`src/rsd_alu.sv`:
```
// Notes on behaviour
// - literal loop repeats next instruction count+1 times
// - register loop repeats count+1 times, no flags
// - return loads 10-bit literal, three or two cycles
// - rotate left carry: carry in, msb out
// - rotate left plain: msb to bit0, carry kept
// - rotate right carry: carry in, bit0 out
// - rotate right plain: bit0 to msb, one cycle
// - sign extend low byte, updates carry, negative, zero
// - shift left by register amount, only negative, zero
// - shift left by 5-bit literal, one cycle
// - subtract with borrow uses inverted carry
// - reverse subtract borrow: source register minus base register
// - table read high byte into low byte, two cycles
package rsd_pkg;
    localparam int NUM_W    = 16;
    localparam int NUM_PROG = 8;

    localparam logic [11:0] ADDR_INSTR     = 12'h000;
    localparam logic [11:0] ADDR_STATUS    = 12'h004;
    localparam logic [11:0] ADDR_FREG      = 12'h008;
    localparam logic [11:0] ADDR_REPCNT    = 12'h00C;
    localparam logic [11:0] ADDR_WORK_BASE = 12'h040;
    localparam logic [11:0] ADDR_PROG_BASE = 12'h080;

    localparam int OP_LSB   = 0;
    localparam int MODE_LSB = 5;
    localparam int FAST_BIT = 7;
    localparam int WD_LSB   = 8;
    localparam int WB_LSB   = 12;
    localparam int WS_LSB   = 16;
    localparam int LIT_LSB  = 18;

    localparam logic [1:0] MODE_FILE = 2'h1;
    localparam logic [1:0] MODE_ACC  = 2'h2;

    localparam int FLG_C     = 0;
    localparam int FLG_DIGIT = 1;
    localparam int FLG_N     = 2;
    localparam int FLG_RANGE = 3;
    localparam int FLG_Z     = 4;
    localparam logic [4:0] UPD_CNZ = 5'h15;
    localparam logic [4:0] UPD_NZ  = 5'h14;
    localparam logic [4:0] UPD_ALL = 5'h1F;

    localparam logic [4:0]  FLAGS_RST = 5'h00;
    localparam logic [15:0] WORD_RST  = 16'h0000;
    localparam logic [23:0] PROG_RST  = 24'h000000;
    localparam logic [31:0] INSTR_RST = 32'h00000000;
    localparam logic [15:0] ALL_ONES  = 16'hFFFF;

    localparam logic [1:0] CYC_RET_SLOW = 2'h3;
    localparam logic [1:0] CYC_RET_FAST = 2'h2;
    localparam logic [1:0] CYC_TBL      = 2'h2;

    typedef enum logic [4:0] {
        OP_NOP, OP_ROT_LEFT_CARRY, OP_ROT_LEFT_PLAIN, OP_ROT_RIGHT_CARRY, OP_ROT_RIGHT_PLAIN,
        OP_SIGN_EXTEND, OP_SET_ALL_ONES, OP_SHIFT_LEFT_REG, OP_SHIFT_LEFT_LIT,
        OP_SUBTRACT, OP_SUBTRACT_BORROW, OP_REV_SUBTRACT, OP_REV_SUBTRACT_BORROW,
        OP_SUBTRACT_LIT, OP_SUBTRACT_BORROW_LIT, OP_REV_SUBTRACT_LIT, OP_REV_SUBTRACT_BORROW_LIT,
        OP_LOOP_LIT, OP_LOOP_REG, OP_RETURN_WITH_LITERAL, OP_TABLE_READ_HIGH
    } rsd_op_e;

    typedef enum logic [1:0] {
        ST_IDLE = 2'b00,
        ST_EXEC = 2'b01,
        ST_WAIT = 2'b11
    } rsd_state_e;
endpackage

`timescale 1ns/1ns
module rsd_alu
    import rsd_pkg::*;
(
    input  wire rsd_op_e    op,
    input  wire logic [15:0] a,
    input  wire logic [15:0] b,
    input  wire logic [4:0]  amt,
    input  wire logic        cin,
    input  wire logic [9:0]  lit10,
    input  wire logic [7:0]  prog_hi,
    output logic      [15:0] res,
    output logic      [4:0]  flg,
    output logic      [4:0]  upd,
    output logic             wr
);
    logic        rev;
    logic        use_c;
    logic        ci;
    logic [15:0] x;
    logic [15:0] y;
    logic [16:0] sum;
    logic [4:0]  lo;

    always_comb
    begin
        rev   = op inside {OP_REV_SUBTRACT, OP_REV_SUBTRACT_BORROW, OP_REV_SUBTRACT_LIT,
                           OP_REV_SUBTRACT_BORROW_LIT};
        use_c = op inside {OP_SUBTRACT_BORROW, OP_REV_SUBTRACT_BORROW, OP_SUBTRACT_BORROW_LIT,
                           OP_REV_SUBTRACT_BORROW_LIT};
        // borrow forms feed the carry as the +1 of two's complement, so c=0 subtracts one more
        ci    = use_c ? cin : 1'b1;
        x     = rev ? b : a;
        y     = rev ? a : b;
        sum   = {1'b0, x} + {1'b0, ~y} + {16'h0000, ci};
        lo    = {1'b0, x[3:0]} + {1'b0, ~y[3:0]} + {4'h0, ci};
        res   = sum[15:0];
        flg   = 5'h00;
        upd   = UPD_ALL;
        wr    = 1'b1;
        case (op)
            OP_ROT_LEFT_CARRY:
            begin
                res        = {a[14:0], cin};
                flg[FLG_C] = a[15];
                upd        = UPD_CNZ;
            end
            OP_ROT_LEFT_PLAIN:
            begin
                res = {a[14:0], a[15]};
                upd = UPD_NZ;
            end
            OP_ROT_RIGHT_CARRY:
            begin
                res        = {cin, a[15:1]};
                flg[FLG_C] = a[0];
                upd        = UPD_CNZ;
            end
            OP_ROT_RIGHT_PLAIN:
            begin
                res = {a[0], a[15:1]};
                upd = UPD_NZ;
            end
            OP_SIGN_EXTEND:
            begin
                res        = {{8{a[7]}}, a[7:0]};
                flg[FLG_C] = ~a[7];
                upd        = UPD_CNZ;
            end
            OP_SET_ALL_ONES:
            begin
                res = ALL_ONES;
                upd = 5'h00;
            end
            OP_SHIFT_LEFT_REG, OP_SHIFT_LEFT_LIT:
            begin
                // amounts of 16 and above shift everything out
                res = amt[4] ? WORD_RST : (a << amt[3:0]);
                upd = UPD_NZ;
            end
            OP_RETURN_WITH_LITERAL:
            begin
                res = {6'h00, lit10};
                upd = 5'h00;
            end
            OP_TABLE_READ_HIGH:
            begin
                res = {8'h00, prog_hi};
                upd = 5'h00;
            end
            OP_NOP, OP_LOOP_LIT, OP_LOOP_REG:
            begin
                wr  = 1'b0;
                upd = 5'h00;
            end
            default:
            begin
                flg[FLG_C]  = sum[16];
                flg[FLG_DIGIT] = lo[4];
                flg[FLG_RANGE] = (x[15] ^ y[15]) & (x[15] ^ sum[15]);
            end
        endcase
        flg[FLG_N] = res[15];
        flg[FLG_Z] = (res == WORD_RST);
    end
endmodule

```
`src/rsd_datapath.sv`:
```
// The APB register port and the address map were left to the implementer.
`timescale 1ns/1ns
module rsd_datapath
    import rsd_pkg::*;
(
    input  wire logic        pclk,
    input  wire logic        presetn,
    input  wire logic        psel,
    input  wire logic        penable,
    input  wire logic        pwrite,
    input  wire logic [11:0] paddr,
    input  wire logic [31:0] pwdata,
    output logic      [31:0] prdata,
    output logic             pready,
    output logic             pslverr,
    output logic             return_pulse
);
    logic [15:0] w_ff     [NUM_W];
    logic [15:0] nxt_w    [NUM_W];
    logic [23:0] prog_ff  [NUM_PROG];
    logic [23:0] nxt_prog [NUM_PROG];
    logic [15:0] freg_ff;
    logic [15:0] nxt_freg;
    logic [4:0]  flags_ff;
    logic [4:0]  nxt_flags;
    logic [31:0] instr_ff;
    logic [31:0] nxt_instr;
    rsd_state_e  state_ff;
    rsd_state_e  nxt_state;
    logic [1:0]  wait_ff;
    logic [1:0]  nxt_wait;
    logic [13:0] rep_ff;
    logic [13:0] nxt_rep;
    logic        armed_ff;
    logic        nxt_armed;
    logic        ret_ff;
    logic        nxt_ret;
    logic [31:0] prdata_ff;
    logic [31:0] nxt_prdata;

    rsd_op_e     op;
    logic [1:0]  mode;
    logic [3:0]  wd;
    logic [3:0]  wb;
    logic [3:0]  ws;
    logic [13:0] lit14;
    logic        fast;
    logic        busy;
    logic        access;
    logic        addr_ok;
    logic        is_w;
    logic        is_p;
    logic        wr_take;
    logic        file_src;
    logic        lit_src;
    logic        unary;
    logic [15:0] src_a;
    logic [15:0] src_b;
    logic [4:0]  amt;
    logic [15:0] alu_res;
    logic [4:0]  alu_flg;
    logic [4:0]  alu_upd;
    logic        alu_wr;
    logic [1:0]  extra;
    logic        fin;
    logic [31:0] rd_word;

    assign op    = rsd_op_e'(instr_ff[OP_LSB +: 5]);
    assign mode  = instr_ff[MODE_LSB +: 2];
    assign fast  = instr_ff[FAST_BIT];
    assign wd    = instr_ff[WD_LSB +: 4];
    assign wb    = instr_ff[WB_LSB +: 4];
    assign ws    = instr_ff[WS_LSB +: 4];
    assign lit14 = instr_ff[LIT_LSB +: 14];

    assign busy    = (state_ff != ST_IDLE);
    assign access  = psel & penable;
    assign is_w    = (paddr[11:6] == ADDR_WORK_BASE[11:6]);
    assign is_p    = (paddr[11:5] == ADDR_PROG_BASE[11:5]);
    assign addr_ok = (paddr[1:0] == 2'h0) & (is_w | is_p | (paddr == ADDR_INSTR) | (paddr == ADDR_STATUS) |
                     (paddr == ADDR_FREG) | (paddr == ADDR_REPCNT));
    // writes wait while an instruction runs so software never races the writeback
    assign pready  = ~(access & pwrite & busy);
    assign pslverr = access & ~addr_ok;
    assign wr_take = access & pwrite & pready & addr_ok;
    assign prdata  = prdata_ff;
    assign return_pulse = ret_ff;

    assign file_src = (mode == MODE_FILE) | (mode == MODE_ACC);
    assign lit_src  = op inside {OP_SUBTRACT_LIT, OP_SUBTRACT_BORROW_LIT, OP_REV_SUBTRACT_LIT,
                                 OP_REV_SUBTRACT_BORROW_LIT};
    assign unary    = op inside {OP_ROT_LEFT_CARRY, OP_ROT_LEFT_PLAIN, OP_ROT_RIGHT_CARRY,
                                 OP_ROT_RIGHT_PLAIN, OP_SIGN_EXTEND, OP_SET_ALL_ONES};
    assign src_a    = (file_src & ~lit_src) ? freg_ff : (unary ? w_ff[ws] : w_ff[wb]);
    assign src_b    = lit_src ? {11'h000, lit14[4:0]} : (file_src ? w_ff[0] : w_ff[ws]);
    assign amt      = (op == OP_SHIFT_LEFT_LIT) ? lit14[4:0] : w_ff[ws][4:0];

    rsd_alu u_alu
    (
        .op      (op),
        .a       (src_a),
        .b       (src_b),
        .amt     (amt),
        .cin     (flags_ff[FLG_C]),
        .lit10   (lit14[9:0]),
        .prog_hi (prog_ff[w_ff[ws][2:0]][23:16]),
        .res     (alu_res),
        .flg     (alu_flg),
        .upd     (alu_upd),
        .wr      (alu_wr)
    );

    always_comb
    begin
        if (op == OP_RETURN_WITH_LITERAL)
            extra = fast ? (CYC_RET_FAST - 2'h1) : (CYC_RET_SLOW - 2'h1);
        else if (op == OP_TABLE_READ_HIGH)
            extra = CYC_TBL - 2'h1;
        else
            extra = 2'h0;
    end

    always_comb
    begin
        rd_word = 32'h00000000;
        if (paddr == ADDR_INSTR)
            rd_word = instr_ff;
        else if (paddr == ADDR_STATUS)
            rd_word = {22'h000000, armed_ff, busy, 3'h0, flags_ff};
        else if (paddr == ADDR_FREG)
            rd_word = {16'h0000, freg_ff};
        else if (paddr == ADDR_REPCNT)
            rd_word = {18'h00000, rep_ff};
        else if (is_w)
            rd_word = {16'h0000, w_ff[paddr[5:2]]};
        else if (is_p)
            rd_word = {8'h00, prog_ff[paddr[4:2]]};
        if (paddr[1:0] != 2'h0)
            rd_word = 32'h00000000;
    end

    always_comb
    begin
        nxt_w      = w_ff;
        nxt_prog   = prog_ff;
        nxt_freg   = freg_ff;
        nxt_flags  = flags_ff;
        nxt_instr  = instr_ff;
        nxt_state  = state_ff;
        nxt_wait   = wait_ff;
        nxt_rep    = rep_ff;
        nxt_armed  = armed_ff;
        nxt_ret    = 1'b0;
        nxt_prdata = (psel & ~penable & ~pwrite) ? rd_word : prdata_ff;
        fin        = 1'b0;
        if (wr_take)
        begin
            if (paddr == ADDR_INSTR)
            begin
                nxt_instr = pwdata;
                nxt_state = ST_EXEC;
            end
            else if (paddr == ADDR_STATUS)
                nxt_flags = pwdata[4:0];
            else if (paddr == ADDR_FREG)
                nxt_freg = pwdata[15:0];
            else if (is_w)
                nxt_w[paddr[5:2]] = pwdata[15:0];
            else if (is_p)
                nxt_prog[paddr[4:2]] = pwdata[23:0];
        end
        case (state_ff)
            ST_IDLE:
            begin
                nxt_wait = 2'h0;
            end
            ST_EXEC:
            begin
                if (alu_wr)
                begin
                    if ((op == OP_RETURN_WITH_LITERAL) | (op == OP_TABLE_READ_HIGH) | lit_src)
                        nxt_w[wd] = alu_res;
                    else if (mode == MODE_FILE)
                        nxt_freg = alu_res;
                    else if (mode == MODE_ACC)
                        nxt_w[0] = alu_res;
                    else
                        nxt_w[wd] = alu_res;
                end
                for (int i = 0; i < 5; i++)
                begin
                    if (alu_upd[i])
                        nxt_flags[i] = alu_flg[i];
                end
                if (op == OP_LOOP_LIT)
                begin
                    nxt_rep   = lit14;
                    nxt_armed = 1'b1;
                    nxt_state = ST_IDLE;
                end
                else if (op == OP_LOOP_REG)
                begin
                    nxt_rep   = w_ff[ws][13:0];
                    nxt_armed = 1'b1;
                    nxt_state = ST_IDLE;
                end
                else if (extra != 2'h0)
                begin
                    nxt_wait  = extra - 2'h1;
                    nxt_state = ST_WAIT;
                end
                else
                    fin = 1'b1;
            end
            ST_WAIT:
            begin
                if (wait_ff == 2'h0)
                    fin = 1'b1;
                else
                    nxt_wait = wait_ff - 2'h1;
            end
            default:
            begin
                nxt_state = ST_IDLE;
            end
        endcase
        if (fin)
        begin
            nxt_ret = (op == OP_RETURN_WITH_LITERAL);
            // an armed loop replays the same latched instruction, one pass per remaining count
            if (armed_ff & (rep_ff != 14'h0000))
            begin
                nxt_rep   = rep_ff - 14'h0001;
                nxt_state = ST_EXEC;
            end
            else
            begin
                nxt_armed = 1'b0;
                nxt_state = ST_IDLE;
            end
        end
    end

    always_ff @(posedge pclk or negedge presetn)
    begin
        if (!presetn)
        begin
            for (int i = 0; i < NUM_W; i++)
                w_ff[i] <= WORD_RST;
            for (int i = 0; i < NUM_PROG; i++)
                prog_ff[i] <= PROG_RST;
            freg_ff   <= WORD_RST;
            flags_ff  <= FLAGS_RST;
            instr_ff  <= INSTR_RST;
            state_ff  <= ST_IDLE;
            wait_ff   <= 2'h0;
            rep_ff    <= 14'h0000;
            armed_ff  <= 1'b0;
            ret_ff    <= 1'b0;
            prdata_ff <= 32'h00000000;
        end
        else
        begin
            w_ff      <= nxt_w;
            prog_ff   <= nxt_prog;
            freg_ff   <= nxt_freg;
            flags_ff  <= nxt_flags;
            instr_ff  <= nxt_instr;
            state_ff  <= nxt_state;
            wait_ff   <= nxt_wait;
            rep_ff    <= nxt_rep;
            armed_ff  <= nxt_armed;
            ret_ff    <= nxt_ret;
            prdata_ff <= nxt_prdata;
        end
    end

    logic exec_single;
    assign exec_single = (state_ff == ST_EXEC) & ~armed_ff;
endmodule

```
`config.mk`:
```
export PLATFORM = sky130hd
export DESIGN_NAME = rsd_datapath
export DESIGN_NICKNAME = d
export VERILOG_FILES = /design/src/rsd_alu.sv /design/src/rsd_datapath.sv
export SDC_FILE = /design/constraint.sdc
export NUM_CORES = 2
export LEC_CHECK = 0
export BUFFER_PORTS_ARGS = -buffer_cell sky130_fd_sc_hd__buf_2
export CORE_UTILIZATION = 45
export DETAILED_ROUTE_END_ITERATION = 8
export MAX_ROUTING_LAYER = met4
export PLACE_DENSITY_LB_ADDON = 0.2
export SLEW_MARGIN = 30
export SYNTH_ARGS = -nofsm -noshare
export SYNTH_HDL_FRONTEND = slang
export SYNTH_SLANG_ARGS = --single-unit
export TNS_END_PERCENT = 30
```
`constraint.sdc`:
```
create_clock -name pclk -period 6.7 [get_ports pclk]
set_input_delay 0.67 -clock pclk [delete_from_list [all_inputs] [get_ports pclk]]
set_output_delay 0.67 -clock pclk [all_outputs]
set_load 0.005 [all_outputs]
```
## After elaboration in Yosys (flattened, before gate mapping)

Cells that the tools add are included.

- Output and inout bits: 35
- RAM bits: 0
- Bits in registers: 553
- Bits in latches: 0
- Memories: 0
- ROM bits: 0
- Logic and storage cells: 256

- $add $sub $neg: 7
- Reductions and logical operators: 29
- Bitwise gates (word level): 40
- Equal/unequal tests: 32
- Divide/modulo/power cells: 0
- Mux-type cells: 105
- Shift operators: 1
- $lt $le $gt $ge: 9
- Multiply operators: 0

Operators by type and width:

| kind | count |
|---|---|
| 2-to-1 mux 256 bit | 9 |
| bitwise mux 256 bit | 2 |
| 2-to-1 mux 16 bit | 24 |
| 2-to-1 mux 24 bit | 10 |
| 2-to-1 mux 240 bit | 1 |
| binary-select mux 16 bit (select 4 bit) | 3 |
| bitwise mux 192 bit | 1 |
| binary-select mux 24 bit (select 3 bit) | 2 |
| case mux 16 bit (9 select lines) | 1 |
| demux 16 bit (select 4 bit) | 2 |
| demux 24 bit (select 3 bit) | 1 |
| 2-to-1 mux 14 bit | 5 |
| 2-to-1 mux 32 bit | 2 |
| == test 5 x 4 -> 1 bit (second input constant) | 7 |
| == test 5 bit (second input constant) | 5 |
| 2-to-1 mux 5 bit | 5 |
| == test 12 x 4 -> 1 bit (second input constant) | 2 |
| 2-to-1 mux 2 bit | 12 |
| == test 5 x 3 -> 1 bit (second input constant) | 4 |
| >= comparator 5 bit (second input constant) | 4 |
| 2-to-1 mux 1 bit | 20 |
| NOT 4 -> 5 bit | 4 |
| adder 16 x 16 -> 17 bit | 1 |
| adder 17 x 1 -> 17 bit | 1 |
| 47 further kinds | 95 |

## Logic depth before layout (Yosys ltp)

- Depth in word-level cells: 17
- Gate-level depth with buffers: 27

## Modules after synthesis

A second synthesis with hierarchy kept.

- Cells, all modules: 3348
- Area, all modules: 36925.4 µm²

By module, submodules not included:

| module | times used | cells each | area each (µm²) |
|---|---|---|---|
| rsd_datapath | 1 | 2849 | 33648.5 |
| rsd_alu | 1 | 499 | 3276.9 |

## Worst setup path after synthesis

Ideal clock, no wire load.

- Path type: reg2reg
- Start point: register instr_ff[16]
- End point: register w_ff[111] in the netlist's numbering
- Buffers on the path: 6
- Cell stages (with the launch flop): 27
- Clock period less this slack: 5.492 ns
- Setup slack: 1.208 ns
- Arrival time: 5.359 ns
- Required time: 6.567 ns
- Library setup time: 0.133 ns
- Cell sequence: dfrtp_1 -> buf_4 -> buf_6 -> buf_6 -> mux2i_1 -> a22oi_1 -> nand3_1 -> nand2_1 -> buf_4 -> buf_2 -> nor2_1 -> nor3_1 -> a21oi_1 -> nand2_1 -> o21ai_0 -> fa_1 -> nor2b_1 -> o21a_1 -> o21ai_0 -> a2111oi_0 -> or3_1 -> a41oi_1 -> o21ai_0 -> xor2_1 -> o32ai_2 -> buf_2 -> a21oi_1

RTL lines:

| item | line | RTL |
|---|---|---|
| start, declared | rsd_datapath.sv:26 | `logic [31:0] instr_ff;` |
| start signal, assigned | rsd_datapath.sv:268 | `instr_ff <= nxt_instr;` |
| end signal, assigned | rsd_datapath.sv:264 | `w_ff <= nxt_w;` |
| end, declared | rsd_datapath.sv:18 | `logic [15:0] w_ff [NUM_W];` |

==> impl_metrics.yaml <==
logic_synthesis:
  synth.top_cells.by_area: "dfrtp_1 38%, mux4_2 14%, mux2_2 11%, mux2i_1 6.0%, a21oi_1 3.3%"
  synth_cells: 3355
  syn_nets: 3428
  yosys_most_used_dff: "dfrtp_1"
  synth_top_area_cell: "dfrtp_1"
  ys_types: 90
  synth-edff-count: 0
  yosysSeqAreaShare: 0.381
  post_synth.cell_area_avg_um2: 10.8
  synth_top_area_share: 0.381
  async_flop_share: 1.00
  synth_area_um2: 36300
  synth_seq_cells: 553
  ys_warn_count: 0
worst_setup_path:
  startpoint_type: "flip-flop"
  endpoint_kind: "flip-flop"
  cpLargestDelayFamily: "compound AO/OA/AOI/OAI gates"
  worstPathCellList: "inv_1, ha_1, inv_1, buf_4, o21ai_1, a221o_1, buf_4, a2111oi_1, buf_4, nand2_1, o21a_1, ha_1, nor2b_1, o21a_1, o21ai_0, a2111oi_0, buf_4, or3_1, a41oi_1, o21ai_0, xor2_1, o32ai_2, buf_4, a21oi_1"
  worst_ep_required_time_ns: 7.16
  rr_worst_depth: 24
  worstSetupPathDepth: 24
  cp_num_buf_inv: 7
  slowest_delay_ns: 0.74
  crit_type: "reg -> reg"
  critPathMaxFanout: 18
  cp.arrival_ns: 6.65
  slowest_stage: "a2111oi_1"
  path_common_cell: "buf_4"
place:
  dp_cells: 4296
  hpwl_um: 97000
  place_congestion: 0.989
  port_buffers: 83
floorplanning:
  die_y_um: 286
  design.core.area_um2: 79400
  start_util: 0.458
  die-area_um2: 81900
  die_w_um: 286
  rows: 103
  boundaryPins: 84
worst_hold_path:
  min_path_type: "in -> async"
grt:
  grt_pass1_vias: 29793
  grt_max_degree: 153
  grt_use_total: 0.362
  grt_pass1_wl_um: 210000
  grt-ovfl-total: 0
  antenna_found_initial: 6
layout:
  multi_input_area_um2: 21300
  drive_above_1_share: 0.294
  final_cells: 4421
  area_delta_synth_final_pct: 10.3
  final_cell_mix: "549 x dfrtp_1, 366 x mux2_2, 270 x nand2_1"
  final-seq-area_um2: 13800
  fillCellCount: 7114
  layout_commonest_cell: "dfrtp_1"
  fin_nets: 3387
clocking:
  cts_tree: "done"
  cts_sinks: 553
  cts-buffers-inserted: 66
  clkTransAtPathRegs_ns: 0.06
  insertion_delay_ns: 0.63
  cts_hold_buf: 0
  cts_buffer_depth: 3
  cts-root-buf: "clkbuf_16"
  h-tree-depth: 3
sta:
  skew_ns: 0.0242
  max_freq_mhz: 162
  relSlewSlack: 0.206
  setup_viol: 0
  hold_viol_final: 0
  fin_setup_tns_ns: 0
  worst_pin_slew_ns: 1.19
  min_period_ns: 6.19
  maxSlewViolCount: 0
  grt_setup_unrepaired: "false"
  fin_crit_sh: 0.923
drt:
  ant_nets: 0
  dr_wl_met2_um: 64300
  drc: 0
  viasPerCell: 6.85
  wl_um: 144000
  drt_pre_antenna_iters: 6
  drt-met1-wl_um: 57200
  vias: 30305
  top_layer_used: "met4"
  wire_per_inst_um: 32.6
  drt-initial-drc-count: 3777
  wl_met3_um: 13200
power_and_ir_drop:
  p_sw_frac: 0.244
  leakage_nw: 16.9
  cellPowerDensity_nw_per_um2: 180
  p_int_w: 0.00546
  pwr-share-clk: 0.497
  power_frac_seq: 0.463
  irDropWorstVdd_mv: 0.151
  combPwrFrac: 0.040
  p_switching_w: 0.00176
run:
  drv_cap: 0
run_status:
  outcome: "finished clean"
-- area by class of cell --
type / count / share of cell area
Antenna cell: 8 / 0.000499
Multi-Input combinational cell: 2465 / 0.531
Clock inverter: 29 / 0.00702
Timing Repair Buffer: 209 / 0.0362
Sequential cell: 553 / 0.345
Tap cell: 1050 / 0.0328
Inverter: 19 / 0.00178
Clock buffer: 88 / 0.0455
-- sequential cells by signal, indices dropped and copies added, names as in the netlist --
signal / flops
armed_ff: 1
flags_ff: 5
freg_ff: 16
instr_ff: 32
prdata: 32
prog_ff: 192
rep_ff: 14
return_pulse: 1
state_ff: 2
w_ff: 256
wait_ff: 2
-- stage by stage --
stage	setup WS [ns]	total power [W]	util	instance area (um2)	hold WS (ns)
finish	0.513	0.00722	0.505	40100	0.00874
global route	0.125	0.00739	0.505	40100	0.0372
CTS	0.456	0.00725	0.504	40000	0.0219
detailed placement	0.475	0.00369	0.478	37900	0.467
global placement	0.449	0.00368	0.477	37900	0.462
floorplan	1.21	0.00353	-	36300	0.374
-- power by group through the flow --
stage          registers (W)  clock network [W]  logic, W
6_report             0.00334            0.00359  0.000289
5_1_grt              0.00334            0.00375  0.000308
4_1_cts              0.00334            0.00362  0.000290
3_5_place_dp         0.00340                  0  0.000290
3_3_place_gp         0.00340                  0  0.000281
2_1_floorplan        0.00340                  0  0.000126
-- cell usage after synthesis, types with 60 or more instances --
master    number
dfrtp_1      553
mux2_2       366
nand2_1      270
a21oi_1      239
mux4_2       231
clkbuf_1     228
nor2_1       217
mux2i_1      216
o21ai_0      182
nor2b_1       82
a211oi_1      69
nand3_1       60
-- metal layers --
| layer | global-route usage | up-vias |
|---|---|---|
| met3 | 0.0731 | 439 |
| met5 | - | - |
| met2 | 0.532 | 1801 |
| met4 | 0.203 | 0 |
| met1 | 0.469 | 15458 |
| li1 | - | 12607 |
-- cells by family (layout without fill, tap and decap cells) --
group	count (synthesis)	after routing	synth area share
muxes	824	824	0.323
AOI/OAI and AO/OA	808	808	0.144
and+or+nand+nor	796	796	0.101
DFF	553	553	0.381
buffers and inverters	337	345	0.0389
adders and majority gates	24	24	0.00868
xor gates and xnor gates	13	13	0.00313
other	0	8	0
-- worst paths after layout --
| check | from | to | slack [ns] |
|---|---|---|---|
| worst max-delay path | instr_ff[5] | w_ff[95] | 0.51 |
| worst min-delay path | presetn | w_ff[104] | 0.009 |
| worst max register to register | instr_ff[5] | w_ff[95] | 0.51 |
| worst min register to register | prdata[18] | prdata[18] | 0.47 |
| max in group asynchronous | presetn | prog_ff[151] | 5.02 |
| min in group pclk | pwdata[28] | instr_ff[28] | 0.28 |
-- repair_timing --
action,CTS,global route
resized for setup,0,1
buffers inserted,0,0
setup endpoints to repair,0,18
Note: power is estimated with default switching activity, not from simulation.
